===== config.mk =====
export PLATFORM = sky130hd
export DESIGN_NAME = pipe_input_format_config
export DESIGN_NICKNAME = d
export VERILOG_FILES = /design/src/hdl/pipe_input_format_pkg.sv /design/src/hdl/decompress_config_decoder.sv /design/src/hdl/gain_clip.sv /design/src/hdl/pipe_input_format_config.sv
export VERILOG_INCLUDE_DIRS = /design/src /design/src/hdl
export SDC_FILE = /design/constraint.sdc
export NUM_CORES = 1
export LEC_CHECK = 0
export BUFFER_PORTS_ARGS = -buffer_cell sky130_fd_sc_hd__buf_2
export CAP_MARGIN = 20
export CORE_ASPECT_RATIO = 1.1
export CORE_MARGIN = 4
export CORE_UTILIZATION = 51
export DETAILED_ROUTE_END_ITERATION = 6
export PLACE_DENSITY = 0.7
export SYNTH_ARGS = -nofsm -noshare
export SYNTH_HDL_FRONTEND = slang
export SYNTH_HIERARCHICAL = 1
export SYNTH_SLANG_ARGS = --single-unit

===== constraint.sdc =====
create_clock -name pclk -period 24.3 [get_ports pclk]
set_input_delay 1.215 -clock pclk [delete_from_list [all_inputs] [get_ports pclk]]
set_output_delay 1.215 -clock pclk [all_outputs]
set_load 0.01 [all_outputs]

===== src/hdl/pipe_input_format_map.svh =====
// register offsets, field positions, reset values and widths of the input-format configuration block
// assumes a 32-bit APB slave with an 8-bit byte address, one aligned word per register
`ifndef PIPE_INPUT_FORMAT_MAP_SVH
`define PIPE_INPUT_FORMAT_MAP_SVH

// ----------------------------------------
// register byte offsets
// ----------------------------------------
`define OFS_DECOMPRESS_CONFIG 8'h00
`define OFS_INPUT_CONFIG_TWO 8'h04
`define OFS_RESIZE_START_POSITION 8'h08
`define OFS_OUTPUT_CLIP_LIMIT 8'h0C
`define OFS_GAIN_FACTOR 8'h10
`define OFS_BLOCK_CONTROL 8'h14
`define OFS_IRQ_STATUS 8'h18
`define OFS_IRQ_MASK 8'h1C

// ----------------------------------------
// field positions
// ----------------------------------------
`define BIT_DECOMPRESS_ON 0
`define BIT_PREDICTOR_SEL 1
`define BIT_DECOMPRESS_WIDTH 2
`define BIT_IRQ_SOURCE_SEL 0
`define BIT_HSYNC_POLARITY 1
`define BIT_VSYNC_POLARITY 2
`define BIT_INPUT_TYPE_SEL 3
`define BIT_EXT_WRITE_QUAL_SEL 4
`define BIT_FRAME_SUBTRACT_DIR 5
`define BIT_BYTE_LUMA_CHROMA_MODE 6
`define BIT_CHROMA_PHASE_SEL 7
`define BIT_SYNC_REALIGN 13
`define BIT_BLOCK_ENABLE 0
`define BIT_SECOND_SOURCE_SELECT 1
`define BIT_IRQ_FRAME_START 0
`define BIT_IRQ_CLIP_HIT 1

// ----------------------------------------
// widths and reset values
// ----------------------------------------
`define RESIZE_POS_W 13
`define CLIP_W 12
`define GAIN_W 10
`define GAIN_SHIFT 9
`define IRQ_W 2
`define RESET_CLIP_LIMIT 12'hFFF
`define RESET_GAIN 10'h200
`define DECOMPRESS_CONFIG_CODE_W 8
`define DECOMPRESS_CONFIG_MAX_10BIT 12'h3FF
`define DECOMPRESS_CONFIG_MAX_12BIT 12'hFFF

`endif


===== src/hdl/pipe_input_format_pkg.sv =====
// types shared by the input-format configuration block, its pixel source and its bench
// assumes the map header supplies every numeric constant
package pipe_input_format_pkg;

  // ----------------------------------------
  // stream carriers
  // ----------------------------------------
  typedef struct packed {
    logic valid;
    logic [15:0] data;
    logic hsync;
    logic vsync;
    logic wen;
  } pix_in_type;

  typedef struct packed {
    logic valid;
    logic [15:0] data;
    logic hsync;
    logic vsync;
  } pix_out_type;

  // path through the block, chosen by the input type and byte mode bits
  typedef enum logic [1:0] {
    RAW_PATH,
    WORD_PATH,
    PAIR_PATH
  } path_mode_type;

endpackage : pipe_input_format_pkg


===== src/hdl/decompress_config_decoder.sv =====
// expands 8-bit difference codes to 10- or 12-bit raw samples, or passes samples through
// assumes codes arrive in the low byte and one line starts with line_start
`timescale 1ns/1ps
`include "pipe_input_format_map.svh"

module decompress_config_decoder (
  input wire logic pclk,
  input wire logic presetn,
  input wire logic decompress_on,
  input wire logic predictor_sel,
  input wire logic width_sel,
  input wire logic line_start,
  input wire logic valid,
  input wire logic [11:0] sample_in,
  output logic [11:0] sample_out
);

  logic [11:0] hist_one;
  logic [11:0] hist_two;
  logic [1:0] lead;
  logic [1:0] lead_now;
  logic [11:0] estimate;
  logic [11:0] top;
  logic signed [13:0] delta;
  logic signed [13:0] sum;
  logic [7:0] code;

  // ----------------------------------------
  // reconstruction
  // ----------------------------------------
  // the first two samples of a line have no same-colour neighbour, so they are sent scaled up
  always_comb begin
    code = sample_in[7:0];
    lead_now = line_start ? 2'h0 : lead;
    estimate = predictor_sel ? 12'((13'(hist_one) + 13'(hist_two)) >> 1) : hist_two;
    top = width_sel ? `DECOMPRESS_CONFIG_MAX_12BIT : `DECOMPRESS_CONFIG_MAX_10BIT;
    delta = {{6{code[7]}}, code};
    if (width_sel) begin
      delta = delta <<< 2;
    end
    sum = $signed({2'h0, estimate}) + delta;
    if (!decompress_on) begin
      sample_out = sample_in;
    end else if (lead_now != 2'h2) begin
      sample_out = width_sel ? {code, 4'h0} : {2'h0, code, 2'h0};
    end else if (sum < 14'sh0) begin
      sample_out = 12'h000;
    end else if (sum > $signed({2'h0, top})) begin
      sample_out = top;
    end else begin
      sample_out = sum[11:0];
    end
  end

  // ----------------------------------------
  // history of the last two samples
  // ----------------------------------------
  always_ff @(posedge pclk or negedge presetn) begin
    if (!presetn) begin
      hist_one <= 12'h000;
      hist_two <= 12'h000;
      lead <= 2'h0;
    end else if (valid) begin
      hist_one <= sample_out;
      hist_two <= hist_one;
      lead <= (lead_now == 2'h2) ? 2'h2 : 2'(lead_now + 2'h1);
    end else if (line_start) begin
      lead <= 2'h0;
    end
  end

endmodule : decompress_config_decoder


===== src/hdl/gain_clip.sv =====
// scales a raw sample by gain/512 and limits it to the programmed ceiling
// assumes its result is used only for raw data; luma/chroma words bypass it at the output flop downstream
`timescale 1ns/1ps
`include "pipe_input_format_map.svh"

module gain_clip (
  input wire logic [11:0] sample_in,
  input wire logic [9:0] gain,
  input wire logic [11:0] limit,
  output logic [11:0] sample_out,
  output logic clip_hit
);

  logic [21:0] product;
  logic [12:0] scaled;

  // ----------------------------------------
  // multiply, then take the smaller of result and limit
  // ----------------------------------------
  always_comb begin
    product = 22'(sample_in) * 22'(gain);
    scaled = product[21:`GAIN_SHIFT];
    clip_hit = scaled > {1'b0, limit};
    sample_out = clip_hit ? limit : scaled[11:0];
  end

endmodule : gain_clip


===== src/hdl/pipe_input_format_config.sv =====
// input-format stage of the image pipe: APB registers, sync handling, byte pairing,
// decompression, gain and clipping, and the frame-start and clip-hit interrupts
// assumes pixel and sync inputs are synchronous to pclk and an APB master with 32-bit data
//
// The address map and the APB slave port were decided locally.
`timescale 1ns/1ps
`include "pipe_input_format_map.svh"

module pipe_input_format_config (
  input wire logic pclk,
  input wire logic presetn,
  input wire logic psel,
  input wire logic penable,
  input wire logic pwrite,
  input wire logic [7:0] paddr,
  input wire logic [31:0] pwdata,
  output logic [31:0] prdata,
  output logic pready,
  output logic pslverr,
  input wire pipe_input_format_pkg::pix_in_type pix_in,
  input wire logic pp_vsync,
  input wire logic sif_vsync,
  output pipe_input_format_pkg::pix_out_type pix_out,
  output logic frame_subtract_direction,
  output logic irq
);

  // ----------------------------------------
  // declarations
  // ----------------------------------------
  logic decompress_on;
  logic predictor_sel;
  logic decompress_width_sel;
  logic [7:0] input_config_two;
  logic [12:0] resize_start_pos;
  logic [11:0] output_clip_limit;
  logic [9:0] gain_factor;
  logic block_enable;
  logic second_source_select;
  logic [1:0] irq_status;
  logic [1:0] irq_mask;
  logic [31:0] rd_word;
  logic addr_hit;
  logic wr_en;
  logic sync_realign;
  logic input_type_eff;
  logic use_wen;
  pipe_input_format_pkg::path_mode_type mode;
  logic hs_act;
  logic vs_act;
  logic hs_prev;
  logic irq_vs_prev;
  logic irq_vs_act;
  logic line_start;
  logic frame_start;
  logic [12:0] pos;
  logic in_window;
  logic qual;
  logic byte_phase;
  logic [7:0] byte_hold;
  logic s1_valid;
  logic [15:0] s1_data;
  logic s1_hs;
  logic s1_vs;
  logic s1_line_start;
  pipe_input_format_pkg::path_mode_type s1_mode;
  logic [11:0] dec_sample;
  logic [11:0] clip_sample;
  logic clip_hit;
  logic clip_event;
  logic out_raw;

  // ----------------------------------------
  // APB slave
  // ----------------------------------------
  // read data is taken in the setup cycle so that prdata leaves a flop; one access cycle, no waits
  always_comb begin
    addr_hit = 1'b1;
    rd_word = 32'h0000_0000;
    unique case (paddr)
      `OFS_DECOMPRESS_CONFIG: rd_word = {29'h0, decompress_width_sel, predictor_sel, decompress_on};
      `OFS_INPUT_CONFIG_TWO: rd_word = {24'h0, input_config_two};
      `OFS_RESIZE_START_POSITION: rd_word = {19'h0, resize_start_pos}; // realign bit reads as zero
      `OFS_OUTPUT_CLIP_LIMIT: rd_word = {20'h0, output_clip_limit};
      `OFS_GAIN_FACTOR: rd_word = {22'h0, gain_factor};
      `OFS_BLOCK_CONTROL: rd_word = {30'h0, second_source_select, block_enable};
      `OFS_IRQ_STATUS: rd_word = {30'h0, irq_status};
      `OFS_IRQ_MASK: rd_word = {30'h0, irq_mask};
      default: addr_hit = 1'b0;
    endcase
  end

  always_ff @(posedge pclk or negedge presetn) begin
    if (!presetn) begin
      pready <= 1'b0;
      prdata <= 32'h0000_0000;
      pslverr <= 1'b0;
    end else begin
      pready <= psel & ~penable;
      if (psel & ~penable) begin
        prdata <= pwrite ? 32'h0000_0000 : rd_word;
        pslverr <= ~addr_hit;
      end
    end
  end

  assign wr_en = psel & penable & pready & pwrite;
  assign sync_realign = wr_en && paddr == `OFS_RESIZE_START_POSITION && pwdata[`BIT_SYNC_REALIGN];

  // configuration registers; only defined bits are stored, reserved bits are dropped
  always_ff @(posedge pclk or negedge presetn) begin
    if (!presetn) begin
      decompress_on <= 1'b0;
      predictor_sel <= 1'b0;
      decompress_width_sel <= 1'b0;
      input_config_two <= 8'h00;
      resize_start_pos <= 13'h0000;
      output_clip_limit <= `RESET_CLIP_LIMIT;
      gain_factor <= `RESET_GAIN;
      block_enable <= 1'b0;
      second_source_select <= 1'b0;
      irq_mask <= 2'h0;
    end else if (wr_en) begin
      unique case (paddr)
        `OFS_DECOMPRESS_CONFIG: begin
          decompress_on <= pwdata[`BIT_DECOMPRESS_ON];
          predictor_sel <= pwdata[`BIT_PREDICTOR_SEL];
          decompress_width_sel <= pwdata[`BIT_DECOMPRESS_WIDTH];
        end
        `OFS_INPUT_CONFIG_TWO: input_config_two <= pwdata[7:0];
        `OFS_RESIZE_START_POSITION: resize_start_pos <= pwdata[`RESIZE_POS_W-1:0];
        `OFS_OUTPUT_CLIP_LIMIT: output_clip_limit <= pwdata[`CLIP_W-1:0];
        `OFS_GAIN_FACTOR: gain_factor <= pwdata[`GAIN_W-1:0];
        `OFS_BLOCK_CONTROL: begin
          block_enable <= pwdata[`BIT_BLOCK_ENABLE];
          second_source_select <= pwdata[`BIT_SECOND_SOURCE_SELECT];
        end
        `OFS_IRQ_MASK: irq_mask <= pwdata[`IRQ_W-1:0];
        default: ;
      endcase
    end
  end

  always_ff @(posedge pclk or negedge presetn) begin
    if (!presetn) begin
      frame_subtract_direction <= 1'b0;
    end else begin
      frame_subtract_direction <= input_config_two[`BIT_FRAME_SUBTRACT_DIR];
    end
  end

  // ----------------------------------------
  // mode and sync decoding
  // ----------------------------------------
  // input type is ignored unless the first source is selected
  assign input_type_eff = input_config_two[`BIT_INPUT_TYPE_SEL] & ~second_source_select;
  assign use_wen = input_config_two[`BIT_EXT_WRITE_QUAL_SEL] & block_enable;
  assign mode = !input_type_eff ? pipe_input_format_pkg::RAW_PATH :
                input_config_two[`BIT_BYTE_LUMA_CHROMA_MODE] ? pipe_input_format_pkg::PAIR_PATH :
                pipe_input_format_pkg::WORD_PATH;
  assign hs_act = pix_in.hsync ^ input_config_two[`BIT_HSYNC_POLARITY];
  assign vs_act = pix_in.vsync ^ input_config_two[`BIT_VSYNC_POLARITY];
  assign irq_vs_act = (input_config_two[`BIT_IRQ_SOURCE_SEL] ? sif_vsync : pp_vsync)
                      ^ input_config_two[`BIT_VSYNC_POLARITY];
  assign line_start = hs_act & ~hs_prev;
  assign frame_start = irq_vs_act & ~irq_vs_prev;
  assign in_window = pos >= resize_start_pos;
  assign qual = pix_in.valid & in_window & (~use_wen | pix_in.wen);

  always_ff @(posedge pclk or negedge presetn) begin
    if (!presetn) begin
      hs_prev <= 1'b0;
      irq_vs_prev <= 1'b0;
    end else begin
      hs_prev <= hs_act;
      irq_vs_prev <= irq_vs_act;
    end
  end

  // pixel position from horizontal sync; realign forces the counter to the start point
  always_ff @(posedge pclk or negedge presetn) begin
    if (!presetn) begin
      pos <= 13'h0000;
    end else if (sync_realign) begin
      pos <= resize_start_pos;
    end else if (line_start) begin
      pos <= 13'h0000;
    end else if (pix_in.valid && pos != 13'h1FFF) begin
      pos <= pos + 13'h0001; // saturates so a long line cannot wrap back before the start
    end
  end

  // ----------------------------------------
  // stage one: byte pairing and capture
  // ----------------------------------------
  // byte mode waits for two bytes; the phase bit says which of the pair carries chroma
  always_ff @(posedge pclk or negedge presetn) begin
    if (!presetn) begin
      byte_phase <= 1'b0;
      byte_hold <= 8'h00;
      s1_valid <= 1'b0;
      s1_data <= 16'h0000;
      s1_hs <= 1'b0;
      s1_vs <= 1'b0;
      s1_line_start <= 1'b0;
      s1_mode <= pipe_input_format_pkg::RAW_PATH;
    end else begin
      s1_hs <= hs_act;
      s1_vs <= vs_act;
      s1_line_start <= line_start;
      s1_mode <= mode;
      s1_valid <= 1'b0;
      if (line_start) begin
        byte_phase <= 1'b0;
      end
      if (qual) begin
        if (mode == pipe_input_format_pkg::PAIR_PATH) begin
          byte_phase <= line_start ? 1'b1 : ~byte_phase;
          byte_hold <= pix_in.data[7:0];
          if (byte_phase && !line_start) begin
            s1_valid <= 1'b1;
            s1_data <= input_config_two[`BIT_CHROMA_PHASE_SEL] ? {byte_hold, pix_in.data[7:0]} :
                       {pix_in.data[7:0], byte_hold};
          end
        end else begin
          s1_valid <= 1'b1;
          s1_data <= pix_in.data;
        end
      end
    end
  end

  // ----------------------------------------
  // raw datapath
  // ----------------------------------------
  decompress_config_decoder u_decompress_config_decoder (
    .pclk(pclk),
    .presetn(presetn),
    .decompress_on(decompress_on),
    .predictor_sel(predictor_sel),
    .width_sel(decompress_width_sel),
    .line_start(s1_line_start),
    .valid(s1_valid && s1_mode == pipe_input_format_pkg::RAW_PATH),
    .sample_in(s1_data[11:0]),
    .sample_out(dec_sample)
  );

  gain_clip u_gain_clip (
    .sample_in(dec_sample),
    .gain(gain_factor),
    .limit(output_clip_limit),
    .sample_out(clip_sample),
    .clip_hit(clip_hit)
  );

  assign clip_event = s1_valid & (s1_mode == pipe_input_format_pkg::RAW_PATH) & clip_hit;

  // output flop; luma/chroma words skip gain and clipping entirely
  always_ff @(posedge pclk or negedge presetn) begin
    if (!presetn) begin
      pix_out <= '0;
      out_raw <= 1'b0;
    end else begin
      pix_out.valid <= s1_valid;
      pix_out.hsync <= s1_hs;
      pix_out.vsync <= s1_vs;
      out_raw <= s1_mode == pipe_input_format_pkg::RAW_PATH;
      if (s1_valid) begin
        pix_out.data <= (s1_mode == pipe_input_format_pkg::RAW_PATH) ? {4'h0, clip_sample} : s1_data;
      end
    end
  end

  // ----------------------------------------
  // interrupt
  // ----------------------------------------
  // a new event in the cycle of a write-one clear keeps the bit set
  always_ff @(posedge pclk or negedge presetn) begin
    if (!presetn) begin
      irq_status <= 2'h0;
      irq <= 1'b0;
    end else begin
      irq_status <= (irq_status & ~((wr_en && paddr == `OFS_IRQ_STATUS) ? pwdata[1:0] : 2'h0))
                    | {clip_event, frame_start};
      irq <= |(irq_status & irq_mask);
    end
  end
endmodule : pipe_input_format_config


After elaboration in Yosys (flattened, before gate mapping) --
Cells that the tools add are included.
Operators by class: multipliers 1, add/subtract/negate cells 4, reductions and logical operators 21, equal/unequal tests 12, bitwise gates (word level) 27, magnitude comparators 4, muxes and demuxes 33
Operators by type and width (number):
- case mux 13 bit (8 select lines) | 1
- 2-to-1 mux 12 bit | 8
- 2-to-1 mux 16 bit | 4
- 2-to-1 mux 13 bit | 3
- equality test 8 x 5 -> 1 bit (second input constant) | 4
- 2-to-1 mux 32 bit | 1
- multiplier 12 x 10 -> 22 bit | 1
- AND reduction 2 bit | 9
- equality test 8 x 4 -> 1 bit (second input constant) | 2
- adder 13 x 10 -> 14 bit | 1
- greater-than comparator 14 x 13 -> 1 bit | 1
- less-than comparator 14 x 1 -> 1 bit (second input constant) | 1
- adder 12 x 12 -> 13 bit | 1
- adder 13 x 1 -> 13 bit (second input constant) | 1
- greater-or-equal comparator 13 bit | 1
- greater-than comparator 13 x 12 -> 1 bit | 1
- inequality test 13 bit (second input constant) | 1
- AND 1 bit | 12
- 2-to-1 mux 2 bit | 6
- 2-to-1 mux 1 bit | 9
- 2-to-1 mux 9 bit | 1
- equality test 8 x 3 -> 1 bit (second input constant) | 1
- zero test 8 bit | 1
- OR reduction 8 bit | 1
- other kinds (15) | 30
Storage, ports and cells: register bits 178, logic and storage cells 135, output and inout bits 55

Longest topological paths before layout --
word-level depth 12, depth in mapped cells 55

Modules after synthesis --
Netlist, hierarchy kept.
By module, submodules not included:
- pipe_input_format_config | times used 1, area each 6515.0 sq um, seq. area each 3344.5 sq um, cells each 578
- gain_clip | times used 1, area each 4159.0 sq um, seq. area each 0.0 sq um, cells each 472
- decompress_config_decoder | times used 1, area each 2969.1 sq um, seq. area each 650.6 sq um, cells each 356

Worst setup path after synthesis --
OpenSTA, ideal clock, no wires.
kind register to register, start point register u_decompress_config_decoder.hist_one[1], end point register pix_out[10] in the netlist's numbering, setup time 137 ps, slack 12492 ps, cell stages (with the launch flop) 50, clock period less this slack 11808 ps, buffers on the path 2, arrival 11671 ps, cells stage by stage dfrtp_1 > inv_1 > fa_1 > nor2b_1 > o21ai_0 > a21boi_0 > o21ai_0 > a21boi_0 > o2111a_1 > o21ai_0 > a31o_2 > ha_1 > a21o_1 > or4_1 > and4_1 > ha_1 > nor2b_1 > nand4_1 > [14 not listed] > inv_1 > ha_1 > and4_1 > o32a_4 > a31o_2 > a311o_1 > o311ai_0 > ha_1 > nand3_1 > nor3_1 > o31ai_1 > a32oi_1 > or4_1 > o311a_2 > buf_6 > mux2_4 > mux2i_1 > a21oi_1
On the way: word-level cells in the longest chain between the ends 12, elaborated cells on any way between the ends 13, classes of those cells 2 x add/sub; 1 x mul; 3 x order compare; 7 x mux
Ends and longest elaborated chain:
- from (decl) | RTL line decompress_config_decoder.sv:18 | logic [11:0] hist_one;
- from (signal assigned) | RTL line decompress_config_decoder.sv:64 | hist_one <= sample_out;
- adder 12 x 12 -> 13 bit * | RTL line decompress_config_decoder.sv:35 | estimate = predictor_sel ? 12'((13'(hist_one) + 13'(hist_two)) >> 1) : hist_two;
- 2-to-1 mux 12 bit * | RTL line decompress_config_decoder.sv:35
- adder 13 x 10 -> 14 bit * | RTL line decompress_config_decoder.sv:41 | sum = $signed({2'h0, estimate}) + delta;
- greater-than comparator 14 x 13 -> 1 bit | RTL line decompress_config_decoder.sv:48 | end else if (sum > $signed({2'h0, top})) begin
- 2-to-1 mux 12 bit | RTL line decompress_config_decoder.sv:48
- 2-to-1 mux 12 bit * | RTL line decompress_config_decoder.sv:46 | end else if (sum < 14'sh0) begin
- 2-to-1 mux 12 bit * | RTL line decompress_config_decoder.sv:44 | end else if (lead_now != 2'h2) begin
- 2-to-1 mux 12 bit * | RTL line decompress_config_decoder.sv:42 | if (!decompress_on) begin
- net dec_sample[6] | RTL line pipe_input_format_config.sv:67 | logic [11:0] dec_sample;
- multiplier 12 x 10 -> 22 bit * | RTL line gain_clip.sv:21 | product = 22'(sample_in) * 22'(gain);
- greater-than comparator 13 x 12 -> 1 bit * | RTL line gain_clip.sv:23 | clip_hit = scaled > {1'b0, limit};
- net clip_hit | RTL line pipe_input_format_config.sv:69 | logic clip_hit;
- 2-to-1 mux 12 bit * | RTL line gain_clip.sv:24 | sample_out = clip_hit ? limit : scaled[11:0];
- net clip_sample[8] | RTL line pipe_input_format_config.sv:68 | logic [11:0] clip_sample;
- 2-to-1 mux 16 bit * | RTL line pipe_input_format_config.sv:269 | pix_out.data <= (s1_mode == pipe_input_format_pkg::RAW_PATH) ? {4'h0, clip_sample} : s1_data;
- to (decl) | RTL line pipe_input_format_config.sv:23 | output pipe_input_format_pkg::pix_out_type pix_out,
The timed path passes the listed nets; every way through them passes the cells marked *. A chain may end at the register's enable or synchronous reset.

Worst setup path after layout --
start point register u_decompress_config_decoder.hist_one[1], end point register pix_out[3] in the netlist's numbering
Same word-level chain as after synthesis.

==> results.cfg <==
[worst_setup_path]
path_common_cell = fa_1
cp_slowest_cell = fa_1
max_stage_delay_ps = 550
timing.rr.end = pix_out[3]
required_ps = 24600
reg2reg_slack_ps = 10360
crit_type = reg2reg
cp_max_fo = 13
cp-end-kind = flip-flop
critical_path_arrival_ps = 14240
rr_startpoint = u_decompress_config_decoder/hist_one[1]
r2r_cells = 51
startpoint_type = flip-flop

[sta]
fin_setup_tns_ps = 0
fin_skew_ps = 12.0
hold_violations = 0
max_freq_mhz = 71.8
maxSlewViolCount = 0
final.min_clock_period_ps = 13940
rsz0062_at_grt = no
hold_ws_ps = 363
setup_violations = 0
worst_slew_pin_slew_ps = 984
fin_crit_sh = 0.574
max_slew_margin = 0.341

[clock_tree]
cts.path.max_buffers = 2
cts_buffers = 17
clock_tree.htree_level_count = 4
cts_setup_buffers = 0
clock_latency_ps = 440
cts.sinks = 159
cts_resized = 0
cts_tree = done
clock-root-buffer = clkbuf_16
clkSlewWorstSetupHoldPaths_ps = 70
holdBufCountCts = 0

[grt]
grt_max_degree = 57
globalRouteTotalUtil = 0.242
grt_pass1_vias = 10907
grt_pass1_wl_mm = 57.1
antenna_found_initial = 0
gr-total-overflow = 0

[die]
initial_core_util = 0.520
die_w_um = 164
die_h_um = 180
die_area_um2 = 29400
pin_count = 122
core_um2 = 26200
row_count = 62

[synthesis]
yosys_warnings = 6
synth_ff_type = dfrtp_1
synth_cells = 1406
netlist_area_um2 = 13600
ys_seq_elements = 159
synth_cell_types = 95
ys_async_sr_fraction = 1.00
avgSynthCellArea_um2 = 9.70
ys_seq_area_frac = 0.293
synth-edff-count = 0

[cells_and_area]
nFillCells = 2343
final_nets = 1721
insertedDiodeCount = 0
area_growth_pct = 9.44
final_layout_size_suffix_gt1_frac = 0.193

[pwr]
power.density_nw_per_um2 = 41.2
p_leak_nw = 7.63
power_frac_comb = 0.078
p_sw_w = 0.000167
irDropWorstVdd_mv = 0.0413
p_int_w = 0.000448
p_sw_frac = 0.272
seqPwrFrac = 0.454
p_clk_frac = 0.468

[run_status]
status = complete, no violations

[route]
drc_errors = 0
vias = 10621
viasPerCell = 5.80
drt_iter0_drc = 719
postRouteWirelength_mm = 35.0
drtAntennaViolNets = 0
drtPass1Iterations = 7
routedWlPerCell_um = 19.1

[worst_hold_path]
whs_path_depth = 0
min_path_type = reg2reg
min-delay-start = s1_vs
holdPathEnd = pix_out[0]

[placement]
gp_congestion = 0.917
place_hpwl_mm = 26.8
port_buffers = 84

[job]
cap_violations = 0
==> power groups by stage <==
stage,Clock [W],Combinational (W),Sequential (W)
finish,0.000288,0.0000482,0.000279
global route,0.000303,0.0000541,0.000280
CTS,0.000292,0.0000483,0.000279
detailed placement,0,0.0000479,0.000284
global placement,0,0.0000467,0.000284
floorplan,0,0.0000296,0.000282
==> worst max-delay path: cells and delay by family (launching register included) <==
| family | cells | cell delay, ps |
|---|---|---|
| AO/OA/AOI/OAI | 20 | 4870 |
| multiplexers | 2 | 720 |
| flip-flops | 1 | 400 |
| buffers and inverters | 5 | 280 |
| adder cells (fa/ha/maj) | 10 | 4230 |
| AND/OR/NAND/NOR | 14 | 3310 |
==> per-layer routing <==
layer | global-route usage | up-vias | share of wire
li1 | - | 4990 | -
met2 | 0.405 | 275 | 0.50
met4 | 0.0919 | 0 | 0.036
met3 | 0.0369 | 78 | 0.043
met5 | 0 | - | 0
met1 | 0.316 | 5278 | 0.42
==> Yosys cell counts, types with 14 or more instances <==
master / instances / area, um2
nand2_1: 159 / 597
dfrtp_1: 146 / 3650
inv_1: 136 / 510
ha_1: 110 / 1380
mux2_2: 93 / 1050
fa_1: 79 / 1580
and2_1: 69 / 432
nor2_1: 57 / 214
a21oi_1: 54 / 270
o21ai_0: 54 / 270
clkbuf_1: 43 / 161
mux2i_1: 28 / 280
nand3_1: 23 / 115
a21o_1: 22 / 165
buf_4: 21 / 158
xnor2_1: 19 / 166
a31oi_1: 14 / 87.6
nor3_1: 14 / 70.1
==> cell families (layout without fill, tap and decap cells) <==
family | after synthesis | count (layout) | share of synthesized area
compound gates | 280 | 280 | 0.146
fa+ha+maj | 189 | 189 | 0.217
xor+xnor | 26 | 26 | 0.0167
other cells | 1 | 19 | 0.000275
simple gates | 405 | 405 | 0.150
mux | 133 | 133 | 0.110
buf+inv | 213 | 267 | 0.0667
flops | 159 | 159 | 0.293
==> placed cells by master (no fill, tap or decap), types with 6 or more instances in the layout <==
cell / instances
a211oi_1: 6
a21o_1: 22
a21oi_1: 54
a22o_1: 8
a22oi_1: 13
a31o_2: 7
a31oi_1: 14
and2_1: 69
and4_1: 6
buf_2: 83
buf_4: 14
clkbuf_16: 17
conb_1: 19
dfrtp_1: 146
dfstp_2: 13
fa_1: 79
ha_1: 110
inv_1: 136
mux2_2: 93
mux2_4: 8
mux2i_1: 28
nand2_1: 159
nand2b_1: 12
nand3_1: 23
nand4_1: 9
nor2_1: 56
nor2b_1: 8
nor3_1: 14
o21a_1: 11
o21ai_0: 54
o22ai_1: 8
o31ai_1: 9
or2_2: 9
or3_1: 10
xnor2_1: 19
xor2_1: 7
==> per-stage QoR <==
step / total power [W] / instances / setup WS [ps] / util / instance area (um2)
CTS: 0.000619 / 1830 / 10490 / 0.569 / 14900
floorplan: 0.000311 / 1424 / 12490 / - / 13700
global placement: 0.000330 / 1798 / 10660 / 0.545 / 14300
finish: 0.000615 / 1830 / 10360 / 0.569 / 14900
detailed placement: 0.000332 / 1798 / 10530 / 0.545 / 14300
global route: 0.000637 / 1830 / 9530 / 0.569 / 14900
==> final cells by class <==
| class | instances | area (um2) | share of cell area |
|---|---|---|---|
| inverters | 137 | 514 | 0.0344 |
| well taps | 352 | 440 | 0.0295 |
| clock inverters | 15 | 209 | 0.0140 |
| repair buffers | 98 | 532 | 0.0356 |
| flip-flops and latches | 159 | 4000 | 0.268 |
| multi-input cells | 1052 | 8810 | 0.590 |
| clock buffers | 17 | 425 | 0.0285 |
==> how the worst max path moves through the flow <==
stage                                            startpoint           to
finish              u_decompress_config_decoder/hist_one[1]   pix_out[3]
global route        u_decompress_config_decoder/hist_one[1]   pix_out[7]
CTS                 u_decompress_config_decoder/hist_one[1]   pix_out[3]
detailed placement  u_decompress_config_decoder/hist_one[1]   pix_out[3]
global placement    u_decompress_config_decoder/hist_one[1]   pix_out[3]
floorplan           u_decompress_config_decoder/hist_one[1]  pix_out[10]
==> registers in the layout, summed over array words and instances (netlist names), 12 cells and up <==
name / flops
u_decompress_config_decoder/hist_two: 12
u_decompress_config_decoder/hist_one: 12
pix_out: 19
output_clip_limit: 12
pos: 13
prdata: 13
s1_data: 16
resize_start_pos: 13
Power figures use the tool's default switching activity.
